$ cat src/rtl/gia_pkg.sv
// Package with register map, field positions and response codes of the global interrupt aggregator.
package gia_pkg;
    localparam int          ADDR_W          = 32;
    localparam int          DATA_W          = 32;
    localparam int          PORT_N          = 8;
    localparam int          I2C_FLAG_N      = 3;
    localparam logic [31:0] STATUS_ADDR     = 32'h0001AC00;
    localparam logic [31:0] ENABLE_ADDR     = 32'h0001AC04;
    localparam logic [31:0] I2C_FLAG_ADDR   = 32'h0001AC10;
    localparam logic [31:0] ENABLE_RESET    = 32'h00000000;
    localparam logic [31:0] GLOBAL_MASK     = 32'hFF0000D0;
    localparam logic [2:0]  I2C_FLAG_MASK   = 3'h7;
    localparam int          RESET_SYM_BIT   = 4;
    localparam int          I2C_BIT         = 6;
    localparam int          FABRIC_ERR_BIT  = 7;
    localparam int          PORT_BASE_BIT   = 24;
    localparam int          I2C_DONE_BIT    = 0;
    localparam int          I2C_CFG_BIT     = 1;
    localparam int          I2C_NOACK_BIT   = 2;
    localparam logic [1:0]  RESP_OKAY       = 2'h0;
    localparam logic [1:0]  RESP_SLVERR     = 2'h2;
endpackage : gia_pkg

$ cat src/rtl/gia_flag_if.sv
// Interface carrying I2C interrupt flag events, clears and state between aggregator and flag holder.
`timescale 1ns/1ps
interface gia_flag_if;
    logic [2:0] setEvt;
    logic [2:0] clrMask;
    logic [2:0] flags;
    modport ctrl (output setEvt, output clrMask, input flags);
    modport hold (input setEvt, input clrMask, output flags);
endinterface : gia_flag_if

$ cat src/rtl/gia_i2c_flags.sv
// Sticky I2C completion and error flags, cleared by writing one.
`timescale 1ns/1ps
module gia_i2c_flags
    import gia_pkg::*;
(
    input  wire logic ref_clk,
    input  wire logic sys_rst,
    gia_flag_if.hold  fl
);
    logic [2:0] flags_q;
    logic [2:0] flags_d;

    // A new event in the clearing cycle keeps its flag set so it is never lost.
    assign flags_d = (flags_q & ~fl.clrMask) | fl.setEvt;
    assign fl.flags = flags_q;

    always_ff @(posedge ref_clk)
    begin
        if (sys_rst)
            flags_q <= 3'h0;
        else
            flags_q <= flags_d;
    end

    property p_set_wins;
        @(posedge ref_clk) disable iff (sys_rst)
        (|fl.setEvt) |=> ((flags_q & $past(fl.setEvt)) == $past(fl.setEvt));
    endproperty
    a_set_wins: assert property (p_set_wins) else $error("I2C flag event lost.");

    property p_clear_works;
        @(posedge ref_clk) disable iff (sys_rst)
        (fl.clrMask[I2C_DONE_BIT] && !fl.setEvt[I2C_DONE_BIT]) |=> !flags_q[I2C_DONE_BIT];
    endproperty
    a_clear_works: assert property (p_clear_works) else $error("Done flag not cleared.");
endmodule : gia_i2c_flags

$ cat src/rtl/gia_top.sv
// Global interrupt aggregator: live status, enable gate, I2C flags and AXI4-Lite slave.
// Functional notes
// - Each status bit is the OR of its source requests; read-only, zero at reset.
// - Status bit 4 shows the combined reset-symbol event from all ports.
// - Status bit 7 shows a fabric transfer error.
// - Status bits 24 to 31 show ports 7 down to 0.
// - A request reaches the interrupt pin only when its enable bit is set.
// - Enable bits 4 and 7 gate reset-symbol and fabric-error interrupts; reset zero.
// - Enable bit 6 gates the I2C interrupt; status bit 6 shows it.
// - Enable bits 24 to 31 gate ports 7 down to 0; reset zero.
// - I2C source is the OR of done, config-error and no-ack flags, cleared by writing one.
//
// Local design decision: the AXI4-Lite slave port.
`timescale 1ns/1ps
module gia_top
    import gia_pkg::*;
(
    input  wire logic              ref_clk,
    input  wire logic              sys_rst,
    input  wire logic [PORT_N-1:0] portEvent,
    input  wire logic              resetSymbolEvent,
    input  wire logic              fabricTransferError,
    input  wire logic              i2cDoneEvent,
    input  wire logic              i2cConfigError,
    input  wire logic              noAckError,
    output logic                   intOut_n,
    input  wire logic [ADDR_W-1:0] s_axi_awaddr,
    input  wire logic              s_axi_awvalid,
    output logic                   s_axi_awready,
    input  wire logic [DATA_W-1:0] s_axi_wdata,
    input  wire logic [3:0]        s_axi_wstrb,
    input  wire logic              s_axi_wvalid,
    output logic                   s_axi_wready,
    output logic [1:0]             s_axi_bresp,
    output logic                   s_axi_bvalid,
    input  wire logic              s_axi_bready,
    input  wire logic [ADDR_W-1:0] s_axi_araddr,
    input  wire logic              s_axi_arvalid,
    output logic                   s_axi_arready,
    output logic [DATA_W-1:0]      s_axi_rdata,
    output logic [1:0]             s_axi_rresp,
    output logic                   s_axi_rvalid,
    input  wire logic              s_axi_rready
);
    gia_flag_if flagBus ();

    gia_i2c_flags u_flags (
        .ref_clk (ref_clk),
        .sys_rst (sys_rst),
        .fl      (flagBus.hold)
    );

    logic [31:0]       enable_q;
    logic [31:0]       statusVec;
    logic [PORT_N-1:0] portRev;
    logic              i2cIrq;
    logic              awHave_q, wHave_q, bvalid_q, awRdy_q, wRdy_q;
    logic              awHave_d, wHave_d, bvalid_d, awRdy_d, wRdy_d;
    logic [ADDR_W-1:0] awAddr_q;
    logic [DATA_W-1:0] wData_q;
    logic [3:0]        wStrb_q;
    logic [1:0]        bresp_q;
    logic              arRdy_q, arRdy_d, rvalid_q, rvalid_d;
    logic [DATA_W-1:0] rdata_q;
    logic [1:0]        rresp_q;
    logic              intN_q;
    logic              doWrite, arTake;
    logic [31:0]       byteMask, enable_d;
    logic              wrEnable, wrFlags, wrMapped, rdMapped;
    logic [DATA_W-1:0] rdMux;

    // Port n lands on status bit 31-n.
    genvar gi;
    generate
        for (gi = 0; gi < PORT_N; gi++)
        begin : g_port
            assign portRev[gi] = portEvent[PORT_N-1-gi];
        end
        for (gi = 0; gi < 4; gi++)
        begin : g_strb
            assign byteMask[8*gi +: 8] = {8{wStrb_q[gi]}};
        end
    endgenerate

    assign flagBus.setEvt = {noAckError, i2cConfigError, i2cDoneEvent};
    assign i2cIrq = |flagBus.flags;

    // Purely combinational so the status follows its sources with no stale copy.
    assign statusVec = {portRev, 16'h0000,
                        fabricTransferError, i2cIrq, 1'h0, resetSymbolEvent, 4'h0};

    assign doWrite  = awHave_q && wHave_q && !bvalid_q;
    assign wrEnable = doWrite && (awAddr_q == ENABLE_ADDR);
    assign wrFlags  = doWrite && (awAddr_q == I2C_FLAG_ADDR);
    assign wrMapped = (awAddr_q == ENABLE_ADDR) || (awAddr_q == I2C_FLAG_ADDR) || (awAddr_q == STATUS_ADDR);
    assign flagBus.clrMask = wrFlags && wStrb_q[0] ? (wData_q[2:0] & I2C_FLAG_MASK) : 3'h0;
    assign enable_d = wrEnable ? (((enable_q & ~byteMask) | (wData_q & byteMask)) & GLOBAL_MASK)
                               : enable_q;

    assign awHave_d = awHave_q ? !doWrite : (s_axi_awvalid && awRdy_q);
    assign wHave_d  = wHave_q ? !doWrite : (s_axi_wvalid && wRdy_q);
    assign bvalid_d = doWrite || (bvalid_q && !s_axi_bready);
    assign awRdy_d  = !awHave_d && !bvalid_d;
    assign wRdy_d   = !wHave_d && !bvalid_d;

    assign arTake   = s_axi_arvalid && arRdy_q;
    assign rdMapped = (s_axi_araddr == STATUS_ADDR) || (s_axi_araddr == ENABLE_ADDR)
                   || (s_axi_araddr == I2C_FLAG_ADDR);
    assign rdMux    = (s_axi_araddr == STATUS_ADDR)   ? statusVec :
                      (s_axi_araddr == ENABLE_ADDR)   ? enable_q :
                      (s_axi_araddr == I2C_FLAG_ADDR) ? {29'h0, flagBus.flags} : 32'h00000000;
    assign rvalid_d = arTake || (rvalid_q && !s_axi_rready);
    assign arRdy_d  = !rvalid_d;

    always_ff @(posedge ref_clk)
    begin
        if (sys_rst)
        begin
            awHave_q <= 1'b0;
            wHave_q  <= 1'b0;
            bvalid_q <= 1'b0;
            awRdy_q  <= 1'b0;
            wRdy_q   <= 1'b0;
            awAddr_q <= 32'h00000000;
            wData_q  <= 32'h00000000;
            wStrb_q  <= 4'h0;
            bresp_q  <= RESP_OKAY;
            enable_q <= ENABLE_RESET;
        end
        else
        begin
            awHave_q <= awHave_d;
            wHave_q  <= wHave_d;
            bvalid_q <= bvalid_d;
            awRdy_q  <= awRdy_d;
            wRdy_q   <= wRdy_d;
            if (s_axi_awvalid && awRdy_q)
                awAddr_q <= s_axi_awaddr;
            if (s_axi_wvalid && wRdy_q)
            begin
                wData_q <= s_axi_wdata;
                wStrb_q <= s_axi_wstrb;
            end
            if (doWrite)
                bresp_q <= wrMapped ? RESP_OKAY : RESP_SLVERR;
            enable_q <= enable_d;
        end
    end

    always_ff @(posedge ref_clk)
    begin
        if (sys_rst)
        begin
            arRdy_q  <= 1'b0;
            rvalid_q <= 1'b0;
            rdata_q  <= 32'h00000000;
            rresp_q  <= RESP_OKAY;
        end
        else
        begin
            arRdy_q  <= arRdy_d;
            rvalid_q <= rvalid_d;
            if (arTake)
            begin
                rdata_q <= rdMux;
                rresp_q <= rdMapped ? RESP_OKAY : RESP_SLVERR;
            end
        end
    end

    // The pin is registered, so it trails the sources by one clock.
    always_ff @(posedge ref_clk)
    begin
        if (sys_rst)
            intN_q <= 1'b1;
        else
            intN_q <= !(|(statusVec & enable_q));
    end

    assign intOut_n      = intN_q;
    assign s_axi_awready = awRdy_q;
    assign s_axi_wready  = wRdy_q;
    assign s_axi_bvalid  = bvalid_q;
    assign s_axi_bresp   = bresp_q;
    assign s_axi_arready = arRdy_q;
    assign s_axi_rvalid  = rvalid_q;
    assign s_axi_rdata   = rdata_q;
    assign s_axi_rresp   = rresp_q;

    logic statusRead;
    assign statusRead = arTake && (s_axi_araddr == STATUS_ADDR);

    property p_status_live;
        @(posedge ref_clk) disable iff (sys_rst)
        statusRead |=> (s_axi_rvalid && s_axi_rdata == $past(statusVec));
    endproperty
    a_status_live: assert property (p_status_live) else $error("Status read differs from sources.");

    property p_reset_sym;
        @(posedge ref_clk) disable iff (sys_rst)
        (statusRead && resetSymbolEvent) |=> s_axi_rdata[RESET_SYM_BIT];
    endproperty
    a_reset_sym: assert property (p_reset_sym) else $error("Reset-symbol bit missing.");

    property p_fabric_err;
        @(posedge ref_clk) disable iff (sys_rst)
        statusRead |=> (s_axi_rdata[FABRIC_ERR_BIT] == $past(fabricTransferError));
    endproperty
    a_fabric_err: assert property (p_fabric_err) else $error("Fabric error bit wrong.");

    property p_port_order;
        @(posedge ref_clk) disable iff (sys_rst)
        statusRead |=> (s_axi_rdata[31] == $past(portEvent[0]) && s_axi_rdata[24] == $past(portEvent[7]));
    endproperty
    a_port_order: assert property (p_port_order) else $error("Port bit order wrong.");

    property p_gate_closed;
        @(posedge ref_clk) disable iff (sys_rst)
        (enable_q == 32'h00000000) |=> intOut_n;
    endproperty
    a_gate_closed: assert property (p_gate_closed) else $error("Pin low with all enables clear.");

    property p_pin_level;
        @(posedge ref_clk) disable iff (sys_rst)
        ##1 (intOut_n == !$past(|(statusVec & enable_q)));
    endproperty
    a_pin_level: assert property (p_pin_level) else $error("Pin level does not match gated status.");

    property p_enable_write;
        @(posedge ref_clk) disable iff (sys_rst)
        (wrEnable && wStrb_q == 4'hF) |=> (enable_q == ($past(wData_q) & GLOBAL_MASK));
    endproperty
    a_enable_write: assert property (p_enable_write) else $error("Enable write not stored.");

    property p_reserved_zero;
        @(posedge ref_clk) disable iff (sys_rst)
        ((enable_q & ~GLOBAL_MASK) == 32'h00000000) && ((statusVec & ~GLOBAL_MASK) == 32'h00000000);
    endproperty
    a_reserved_zero: assert property (p_reserved_zero) else $error("Reserved bit set.");

    property p_i2c_bit;
        @(posedge ref_clk) disable iff (sys_rst)
        statusRead |=> (s_axi_rdata[I2C_BIT] == $past(|flagBus.flags));
    endproperty
    a_i2c_bit: assert property (p_i2c_bit) else $error("I2C status bit wrong.");

    property p_clears_with_source;
        @(posedge ref_clk) disable iff (sys_rst)
        (statusRead && !resetSymbolEvent && !fabricTransferError && portEvent == 8'h00 && !i2cIrq)
            |=> (s_axi_rdata == 32'h00000000);
    endproperty
    a_clears_with_source: assert property (p_clears_with_source) else $error("Status kept stale bits.");

    property p_cov_write;
        @(posedge ref_clk) disable iff (sys_rst) s_axi_bvalid && s_axi_bready;
    endproperty
    c_cov_write: cover property (p_cov_write);

    property p_cov_read;
        @(posedge ref_clk) disable iff (sys_rst) statusRead;
    endproperty
    c_cov_read: cover property (p_cov_read);

    property p_cov_irq;
        @(posedge ref_clk) disable iff (sys_rst) $fell(intOut_n);
    endproperty
    c_cov_irq: cover property (p_cov_irq);
endmodule : gia_top

$ cat config.mk
export PLATFORM = sky130hd
export DESIGN_NAME = gia_top
export DESIGN_NICKNAME = d
export VERILOG_FILES = /design/src/rtl/gia_pkg.sv /design/src/rtl/gia_flag_if.sv /design/src/rtl/gia_i2c_flags.sv /design/src/rtl/gia_top.sv
export SDC_FILE = /design/constraint.sdc
export NUM_CORES = 1
export LEC_CHECK = 0
export BUFFER_PORTS_ARGS = -buffer_cell sky130_fd_sc_hd__buf_4
export CAP_MARGIN = 20
export CORE_MARGIN = 2
export CORE_UTILIZATION = 40
export CTS_CLUSTER_SIZE = 20
export DETAILED_ROUTE_END_ITERATION = 8
export GPL_TIMING_DRIVEN = 0
export PLACE_DENSITY = 0.77
export SYNTH_ARGS = -nofsm -noshare
export SYNTH_HDL_FRONTEND = slang
export SYNTH_HIERARCHICAL = 1
export SYNTH_SLANG_ARGS = --single-unit
$ cat constraint.sdc
create_clock -name ref_clk -period 2.1 [get_ports ref_clk]
set_input_delay 0.105 -clock ref_clk [delete_from_list [all_inputs] [get_ports ref_clk]]
set_output_delay 0.105 -clock ref_clk [all_outputs]
set_load 0.01 [all_outputs]
==> results of run 1 <==
==> worst max-delay path by stage <==
stage                                    startpoint                   endpoint  slack [ps]  cells after the start
after floorplan           awAddr_q[18]$_SDFFE_PP0P_                       flop         620                      4
after CTS                                   sys_rst    wData_q[1]$_SDFFE_PP0P_         190                      6
final                                       sys_rst    wData_q[1]$_SDFFE_PP0P_         200                      6
after global placement    awAddr_q[31]$_SDFFE_PP0P_                       flop         420                      4
after global routing                        sys_rst  awAddr_q[20]$_SDFFE_PP0P_          30                      6
after detailed placement  awAddr_q[23]$_SDFFE_PP0P_                       flop         360                      4
==> layer usage <==
| metal | vias to the layer above | share of wire (%) |
|---|---|---|
| li1 | 1747 | - |
| met1 | 1533 | 41 |
| met2 | 110 | 50 |
| met3 | 13 | 7.0 |
| met4 | 0 | 1.4 |
| met5 | - | 0 |
==> per-stage QoR <==
step / std cells / area [sq um] / worst slack, ps / util (%)
after floorplan: 449 / 3680 / 622 / -
after global placement: 677 / 4720 / 422 / 54.1
after detailed placement: 677 / 4720 / 361 / 54.1
after CTS: 711 / 5070 / 194 / 58.1
after global routing: 714 / 5100 / 34.5 / 58.4
final: 714 / 5100 / 204 / 58.4
==> cells in the mapped netlist (3+ instances only) <==
cell and count:
dfxtp_1 86, buf_1 4, a21oi_1 61, nor4_2 4, nand2_1 115, nand3_1 3, buf_4 20, inv_1 4
nor4b_1 5, nor2_1 7, nand4_1 3, o21ai_0 11, mux2i_1 20, and3_1 3, clkbuf_1 18, and2_1 3
nor4_1 3, nor3_1 6, nand2b_1 27, a22oi_1 4
==> repair_timing <==
item | 4_1_cts | 5_1_grt
hold buffers | 18 | 3
endpoints found under the hold margin | 17 | 3
resized for setup | 0 | 0
==> where the power goes <==
| part | leakage (uW) | total (uW) | switching (uW) | internal (uW) |
|---|---|---|---|---|
| sequential | 0.000700 | 1730 | 38.4 | 1690 |
| clock | 0.0000861 | 1010 | 549 | 457 |
| combinational | 0.00135 | 476 | 213 | 263 |
| total | 0.00214 | 3210 | 800 | 2410 |
==> area by class of cell <==
cell class              count  area (sq um)  area share, %
inverters                   4          15.0          0.295
plain buffers              44           243           4.76
well taps                 108           135           2.65
multi-input cells         315          1700           33.4
repair buffers            141          1110           21.8
clock inverters             4          22.5          0.442
flip-flops and latches     86          1720           33.8
clock buffers              12           145           2.85
==> cells by family after synthesis <==
kind of cell    share of synthesized area (%)
flops                                    47.7
simple gates                             27.7
buf+inv                                  7.14
mux                                      5.54
other cells                             0.104
compound gates                           11.9
==> critical path, cell delays in order <==
cell           delay, ps
dlygate4sd3_1        530
buf_4                140
clkbuf_1             320
clkbuf_1             460
clkbuf_1             450
a21oi_1              100
==> results.md, run 1 <==
* Most frequent cells in the layout: buf_4, nand2_1, dfxtp_1, a21oi_1, nand2b_1
* Clock insertion delay at the later pin of the skew report at 350 ps
* Hold depth at 3
* DR vias/cell at 4.77
* RSZ-0062 raised after global routing: no
* Final ANT Viol Nets at 0
* Row cnt at 34
* Pwr dens at 630 nW/um^2
* Via count at 3403
* Sequential element share of the synthesized area at 47.7%
* Synth unique cells at 37
* Cells on worst reg2reg path at 4
* Vias in the first global route at 3376
* Data arrival time of the worst path at about 2100 ps
* Pwr Total at 3210 uW
* Die ar. at 9800 sq um
* Nets at 721
* Post-synth EDFFs at 0
* Average size of a mapped cell at 8.40 sq um
* Die X at 99.0 um
* CP Class: in -> reg
* Yosys Warn Count at 6
* DRT Pass-1 Iters at 4
* GRT met2 Usage at 33.1%
* Initial antenna violation count at 0
* Lkg Pwr at 0.00214 uW
* Critical path capture point type: flop
* Clk_skew at about 5.6 ps
* Worst-margin pin slew at 606 ps
* Yosys reg bits at 86
* RePlAce Congestion at 0.802
* Clock-pin transition on the worst setup and hold timing paths at 80 ps
* Die height at about 99 um
* H-tree Lvls at 3
* Num Clock Sinks at 86
* Clock Path Buffers at 2
* DP HPWL at ~7.1 mm
* Initial Utilization at 41.4%
* DRC viols at 0
* R2R setup slack at roughly 360 ps
* CTS tree: built
* Area share of the largest cell type after synthesis at 47.7%
* Required @ worst endpoint at 2310 ps
* Global Route Usage Sum at 18.7%
* First-pass GRT wire length at roughly 15 mm
* Achievable Freq at approximately 0.53 GHz
* Fill count at ~800
* Cells after Synth at 430
* Slew margin rel. at 59.6%
* Setup TNS at 0 ps
* Final min period at between 1500 and 2000 ps
* Commonest non-fill, non-tap cell in the layout: buf_4
* Slew Limit Fails at 0
* Setup violators final at 0
* GR Util met1 at around 22%
* Synth area leaders: dfxtp_1, nand2_1, a21oi_1, mux2i_1, nand2b_1
* Pin count of the biggest net entering global routing at 14
* Routing usage on met3 at 5.74%
* Area of the mapped netlist at 3610 sq um
* Status: finished, final reports clean
* # port buffers at 120
* Startpoint Class: primary input
* Busiest grt layer: met2
* Worst min-delay path endpoint: wData_q[0]$_SDFFE_PP0P_
* Post-CTS Setup Bufs at 0
* Hold Path Class: in -> reg
* Ys flop type: dfxtp_1
* Crit Path Max Fanout at 10
* Worst R2R Start: awAddr_q[23]$_SDFFE_PP0P_
* Ports at 162
* Biggest area consumer among synthesized cells: dfxtp_1
* Max-cap violations at 0
* Diode count at 0
* CTS Buf Count at 9
* Tcrit/Tclk final at between 90% and 100%
* Share of layout cells above drive strength 1 at 27.6%
* Area delta synth->final at 41.1%
* Hold_sp: s_axi_wdata[0]
* Global route total overflow at 0
* CTS Root Cell: clkbuf_8
* Initial DRC count at 110
* Ys async rst share at 0%
* Core area at 8720 sq um
* Final hold violations at 0
* Wire per inst at 12.7 um
* Final wirelength at 9.09 mm
* VDD IR-drop max at 0.000525 V
* Hold_ws at 5.33 ps
No activity file was read; power rests on OpenSTA's default activity.
==> run 2: changes to the inputs <==
==> constraint.sdc (replaced) <==
create_clock -name ref_clk -period 2.1 [get_ports ref_clk]
set_input_delay 0.42 -clock ref_clk [delete_from_list [all_inputs] [get_ports ref_clk]]
set_output_delay 0.42 -clock ref_clk [all_outputs]
set_load 0.01 [all_outputs]
==> results.md, run 2 (same netlist as run 1, synthesis figures left out) <==
* DR vias/cell at 4.77 (about the same)
* Clock-pin transition on the worst setup and hold timing paths at 80 ps (about the same)
* Slew Limit Fails at 0 (unchanged)
* Tcrit/Tclk final at 83.0% (was 90.3%)
* Required @ worst endpoint at 2370 ps (was 2310 ps)
* Initial Utilization at 41.4% (unchanged)
* Die ar. at 9800 sq um (unchanged)
* Final wirelength at 8.78 mm (was 9.09 mm)
* DRT Pass-1 Iters at 4 (unchanged)
* Switch share at 24.9% (about the same)
* Die X at 99.0 um (unchanged)
* Critical Path Start: awAddr_q[23]$_SDFFE_PP0P_ (was sys_rst)
* CTS Buf Count at 9 (unchanged)
* Clk_skew at 6.21 ps (was 5.61 ps)
* Global route total overflow at 0 (unchanged)
* DP HPWL at 7.05 mm (unchanged)
* CTS resizes at 0 (unchanged)
* Final min period at 1740 ps (was 1900 ps)
* Area delta synth->final at 35.3% (was 41.1%)
* Setup violators final at 0 (unchanged)
* VDD IR-drop max at 0.000519 V (was 0.000525 V)
* Clock power frac at 31.6% (was 31.3%)
* Initial DRC count at 104 (was 110)
* Ports at 162 (unchanged)
* First-pass GRT wire length at 14.4 mm (was 14.9 mm)
* Most frequent cells in the layout: buf_4, nand2_1, dfxtp_1, a21oi_1, nand2b_1 (unchanged)
* # port buffers at 120 (unchanged)
* Core area at 8720 sq um (unchanged)
* Clock Path Buffers at 2 (unchanged)
* CTS Root Cell: clkbuf_8 (unchanged)
* Pwr dens at 650 nW/um^2 (was 630 nW/um^2)
* Fill count at 827 (was 804)
* Nets at 700 (was 721)
* Max-cap violations at 0 (unchanged)
* Num Clock Sinks at 86 (unchanged)
* Final ANT Viol Nets at 0 (unchanged)
* Lkg Pwr at 0.00205 uW (was 0.00214 uW)
* Multi-input gate area at 1700 sq um (unchanged)
* Status: finished, final reports clean (unchanged)
* Startpoint Class: flop (was primary input)
* Initial antenna violation count at 0 (unchanged)
* Wire per inst at 12.7 um (about the same)
* Critical path capture point type: flop (unchanged)
* Vias in the first global route at 3245 (was 3376)
* RePlAce Congestion at 0.802 (unchanged)
* P_sw at 790 uW (was 800 uW)
* Crit Path Max Fanout at 8 (was 10)
* Pin count of the biggest net entering global routing at 14 (unchanged)
* CTS Hold Bufs at 0 (was 18)
* Diode count at 0 (unchanged)
* CTS tree: built (unchanged)
* Die height at 99.0 um (unchanged)
* Hold_sp: sys_rst (was s_axi_wdata[0])
* Logic pwr share at 13.9% (was 14.8%)
* Commonest non-fill, non-tap cell in the layout: buf_4 (unchanged)
* Via count at 3304 (was 3403)
* Share of layout cells above drive strength 1 at 28.5% (was 27.6%)
* H-tree Lvls at 3 (unchanged)
* Worst-margin pin slew at 596 ps (was 606 ps)
* Register area at 1720 sq um (unchanged)
* Hold Path Class: in -> reg (unchanged)
* Slew margin rel. at 60.3% (was 59.6%)
* Achievable Freq at 0.574 GHz (was 0.527 GHz)
* Row cnt at 34 (unchanged)
* Clock insertion delay at the later pin of the skew report at 350 ps (about the same)
* Seq pwr share at 54.4% (was 53.8%)
* DRC viols at 0 (unchanged)
* RSZ-0062 raised after global routing: no (unchanged)
* Worst R2R Start: awAddr_q[23]$_SDFFE_PP0P_ (unchanged)
* Post-CTS Setup Bufs at 0 (unchanged)
* Final hold violations at 0 (unchanged)
* Data arrival time of the worst path at 2020 ps (was 2110 ps)
* Pwr Total at 3180 uW (was 3210 uW)
* P_int at 2390 uW (was 2410 uW)
* Global Route Usage Sum at 18.1% (was 18.7%)
* CP Class: reg -> reg (was in -> reg)
* Setup TNS at 0 ps (unchanged)
==> run 2: changes by cell type in the layout (fill, tap and decap cells not counted) <==
cell,previous run,this run
dlygate4sd3_1,21,0
==> run 2: final cells by class <==
class	count	share of cell area, %
Inverter	4	0.307
Tap cell	108	2.77
Sequential cell	86	35.2
Clock buffer	12	2.97
Multi-Input combinational cell	315	34.9
Timing Repair Buffer	120	18.4
Buffer	44	4.97
Clock inverter	4	0.461
==> run 2: path summary, 6_finish.rpt <==
check             slack, ps  cells past startpoint                              to
setup / recovery        360                      4                            flop
hold / removal          280                      2  u_flags/fl.flags[0]$_SDFF_PP0_
setup reg to reg        360                      4                            flop
hold reg to reg         450                      1        s_axi_awready$_SDFF_PP0_
==> run 2: power groups by stage <==
| stage | Combinational (uW) | Clock (uW) | Sequential, uW |
|---|---|---|---|
| 3_3_place_gp | 433 | 0 | 1760 |
| 6_report | 442 | 1000 | 1730 |
| 4_1_cts | 444 | 1030 | 1730 |
| 2_1_floorplan | 229 | 0 | 1760 |
| 3_5_place_dp | 443 | 0 | 1770 |
| 5_1_grt | 486 | 1110 | 1740 |
==> run 2: critical path, stage by stage, from the launching register on <==
cell	delay [ps]
dfxtp_1	320
nor4_2	330
nand4_2	220
nor3_4	540
mux2i_1	260
==> run 2: metal layers <==
layer  track usage, %  part of all wire (%)  up-vias
met4             4.32                   1.5        0
met5                0                     0        -
met2             31.5                    49      108
met3             5.89                   7.5       13
li1                 -                     -     1704
met1             21.7                    42     1479
==> run 2: per-stage QoR <==
step / hold slack (ps) / instances / worst slack (ps) / util, % / cell area [sq um]
floorplan: 417 / 449 / 622 / - / 3680
global placement: 429 / 677 / 113 / 54.1 / 4720
detailed placement: 443 / 677 / 60.1 / 54.1 / 4720
CTS: 263 / 693 / 339 / 56.0 / 4890
global route: 264 / 693 / 234 / 56.0 / 4890
finish: 276 / 693 / 356 / 56.0 / 4890
==> run 3: changes to the inputs <==
Settings changed: PLACE_DENSITY 0.77 to 0.79.
Clock period 2.1 ns to 1.4 ns, I/O delays scaled along.
==> results.md, run 3 (same netlist as run 1, synthesis figures left out) <==
* Slack of the critical path at -126 ps (was 356 ps)
* Nets at 699 (was 700)
* CP Class: reg -> reg (unchanged)
* Global route total overflow at 0 (unchanged)
* DR vias/cell at 4.82 (was 4.77)
* Final hold violations at 0 (unchanged)
* Row cnt at 34 (unchanged)
* CP Buf/Inv Count at 1 (was 0)
* Required @ worst endpoint at 1690 ps (was 2370 ps)
* Crit Path Max Fanout at 8 (unchanged)
* Setup TNS at -1370 ps (was 0 ps)
* DP HPWL at 7.02 mm (was 7.05 mm)
* Lkg Pwr at 0.00216 uW (was 0.00205 uW)
* RePlAce Congestion at 0.812 (was 0.802)
* Worst path max stage delay at 340 ps (was 540 ps)
* Register area at 1730 sq um (was 1720 sq um)
* Final min period at 1530 ps (was 1740 ps)
* Delay-heaviest family, CP: simple AND/OR/NAND/NOR gates (unchanged)
* Hold Path Class: in -> reg (unchanged)
* H-tree Lvls at 3 (unchanged)
* Fill count at 761 (was 827)
* Die height at 99.0 um (unchanged)
* Crit-path cells: nor4_4 > nand4_4 > nor3_4 > buf_12 > mux2i_1 (was nor4_2 > nand4_2 > nor3_4 > mux2i_1)
* Clock insertion delay at the later pin of the skew report at 360 ps (was 350 ps)
* Num Clock Sinks at 86 (unchanged)
* Setup violators final at 14 (was 0)
* CTS Root Cell: clkbuf_8 (unchanged)
* Initial Utilization at 41.4% (unchanged)
* Initial antenna violation count at 0 (unchanged)
* Clk_skew at 12.9 ps (was 6.21 ps)
* Data arrival time of the worst path at 1820 ps (was 2020 ps)
* RSZ-0062 raised after global routing: yes (was no)
* Failing checks: negative setup slack
* Most frequent cells in the layout: buf_4, nand2_1, dfxtp_1, a21oi_1, nand2b_1 (unchanged)
* Multi-input gate area at 1790 sq um (was 1700 sq um)
* Initial DRC count at 121 (was 104)
* Final wirelength at 8.97 mm (was 8.78 mm)
* Ports at 162 (unchanged)
* Pwr dens at 1040 nW/um^2 (was 650 nW/um^2)
* Commonest non-fill, non-tap cell in the layout: buf_4 (unchanged)
* Vias in the first global route at 3201 (was 3245)
* Pwr Total at 5280 uW (was 3180 uW)
* Core area at 8720 sq um (unchanged)
* Die X at 99.0 um (unchanged)
* Die ar. at 9800 sq um (unchanged)
* Via count at 3337 (was 3304)
* DRC viols at 0 (unchanged)
* Slowest CP cell: dfxtp_2 (was nor3_4)
* Startpoint Class: flop (unchanged)
* Fin area at 5080 sq um (was 4890 sq um)
* Critical path capture point type: flop (unchanged)
* Tcrit/Tclk final at 109% (was 83.0%)
* Worst-margin pin slew at 596 ps (about the same)
* First-pass GRT wire length at 14.5 mm (was 14.4 mm)
* Max-cap violations at 0 (unchanged)
* Global Route Usage Sum at 18.5% (was 18.1%)
* Slew Limit Fails at 0 (unchanged)
* VDD IR-drop max at 0.000560 V (was 0.000519 V)
* Status: finished, violations left (was finished, final reports clean)
* Achievable Freq at 0.655 GHz (was 0.574 GHz)
* Area of placed instances at 4730 sq um (was 4720 sq um)
* CTS tree: built (unchanged)
* Clock-pin transition on the worst setup and hold timing paths at 80 ps (about the same)
* Clock Path Buffers at 2 (unchanged)
* Slew margin rel. at 60.3% (about the same)
* Wire per inst at 13.0 um (was 12.7 um)
* Diode count at 0 (unchanged)
* CTS Buf Count at 9 (unchanged)
* Final ANT Viol Nets at 0 (unchanged)
* Setup WS pre-CTS at -503 ps (was 60.1 ps)
* Share of layout cells above drive strength 1 at 33.2% (was 28.5%)
* # port buffers at 120 (unchanged)
* Pin count of the biggest net entering global routing at 15 (was 14)
* DRT Pass-1 Iters at 5 (was 4)
* Area delta synth->final at 40.6% (was 35.3%)
## run 3: metrics by stage
stage,hold slack (ps),util (%),std cells
after floorplan,349,-,449
after global placement,425,54.2,677
after detailed placement,442,54.2,677
after CTS,114,57.6,692
after global routing,108,58.2,692
final,118,58.2,692
## run 3: path summary, 6_finish.rpt
check / from / cells past startpoint / endpoint / slack [ps]
worst min-delay path: sys_rst / 2 / u_flags/fl.flags[0]$_SDFF_PP0_ / 120
worst max-delay path: awAddr_q[31]$_SDFFE_PP0P_ / 5 / flop / -130
worst min register to register: wHave_q$_SDFF_PP0_ / 1 / s_axi_wready$_SDFF_PP0_ / 440
worst max register to register: awAddr_q[31]$_SDFFE_PP0P_ / 5 / flop / -130
## run 3: repair_timing
item	in CTS	in global routing
hold buffers	0	0
pin swaps	4	7
setup endpoints to repair	59	71
buffers inserted	1	1
hold endpoints to repair	0	0
resized for setup	12	26
## run 3: per-layer routing
| metal | up-vias | GRT usage, % | wire length (um) |
|---|---|---|---|
| met3 | 17 | 4.82 | 658 |
| met5 | - | 0 | 0 |
| met2 | 119 | 32.2 | 4380 |
| met1 | 1492 | 22.1 | 3800 |
| met4 | 0 | 6.43 | 133 |
| li1 | 1709 | - | - |
## run 3: report_power, final
| part | total, uW | switching (uW) | internal [uW] |
|---|---|---|---|
| Clock | 1970 | 873 | 1100 |
| Sequential | 2600 | 67.8 | 2540 |
| Combinational | 704 | 325 | 379 |
| Total | 5280 | 1270 | 4020 |
## run 3: cell type report
type                       count  share of cell area [%]
buffer                        41                    4.90
clock buffer                  11                    2.98
clock inverter                 5                    1.60
inverter                       4                   0.296
multi-input combinational    315                    35.2
sequential                    86                    34.0
tap                          108                    2.66
timing repair buffer         122                    18.4
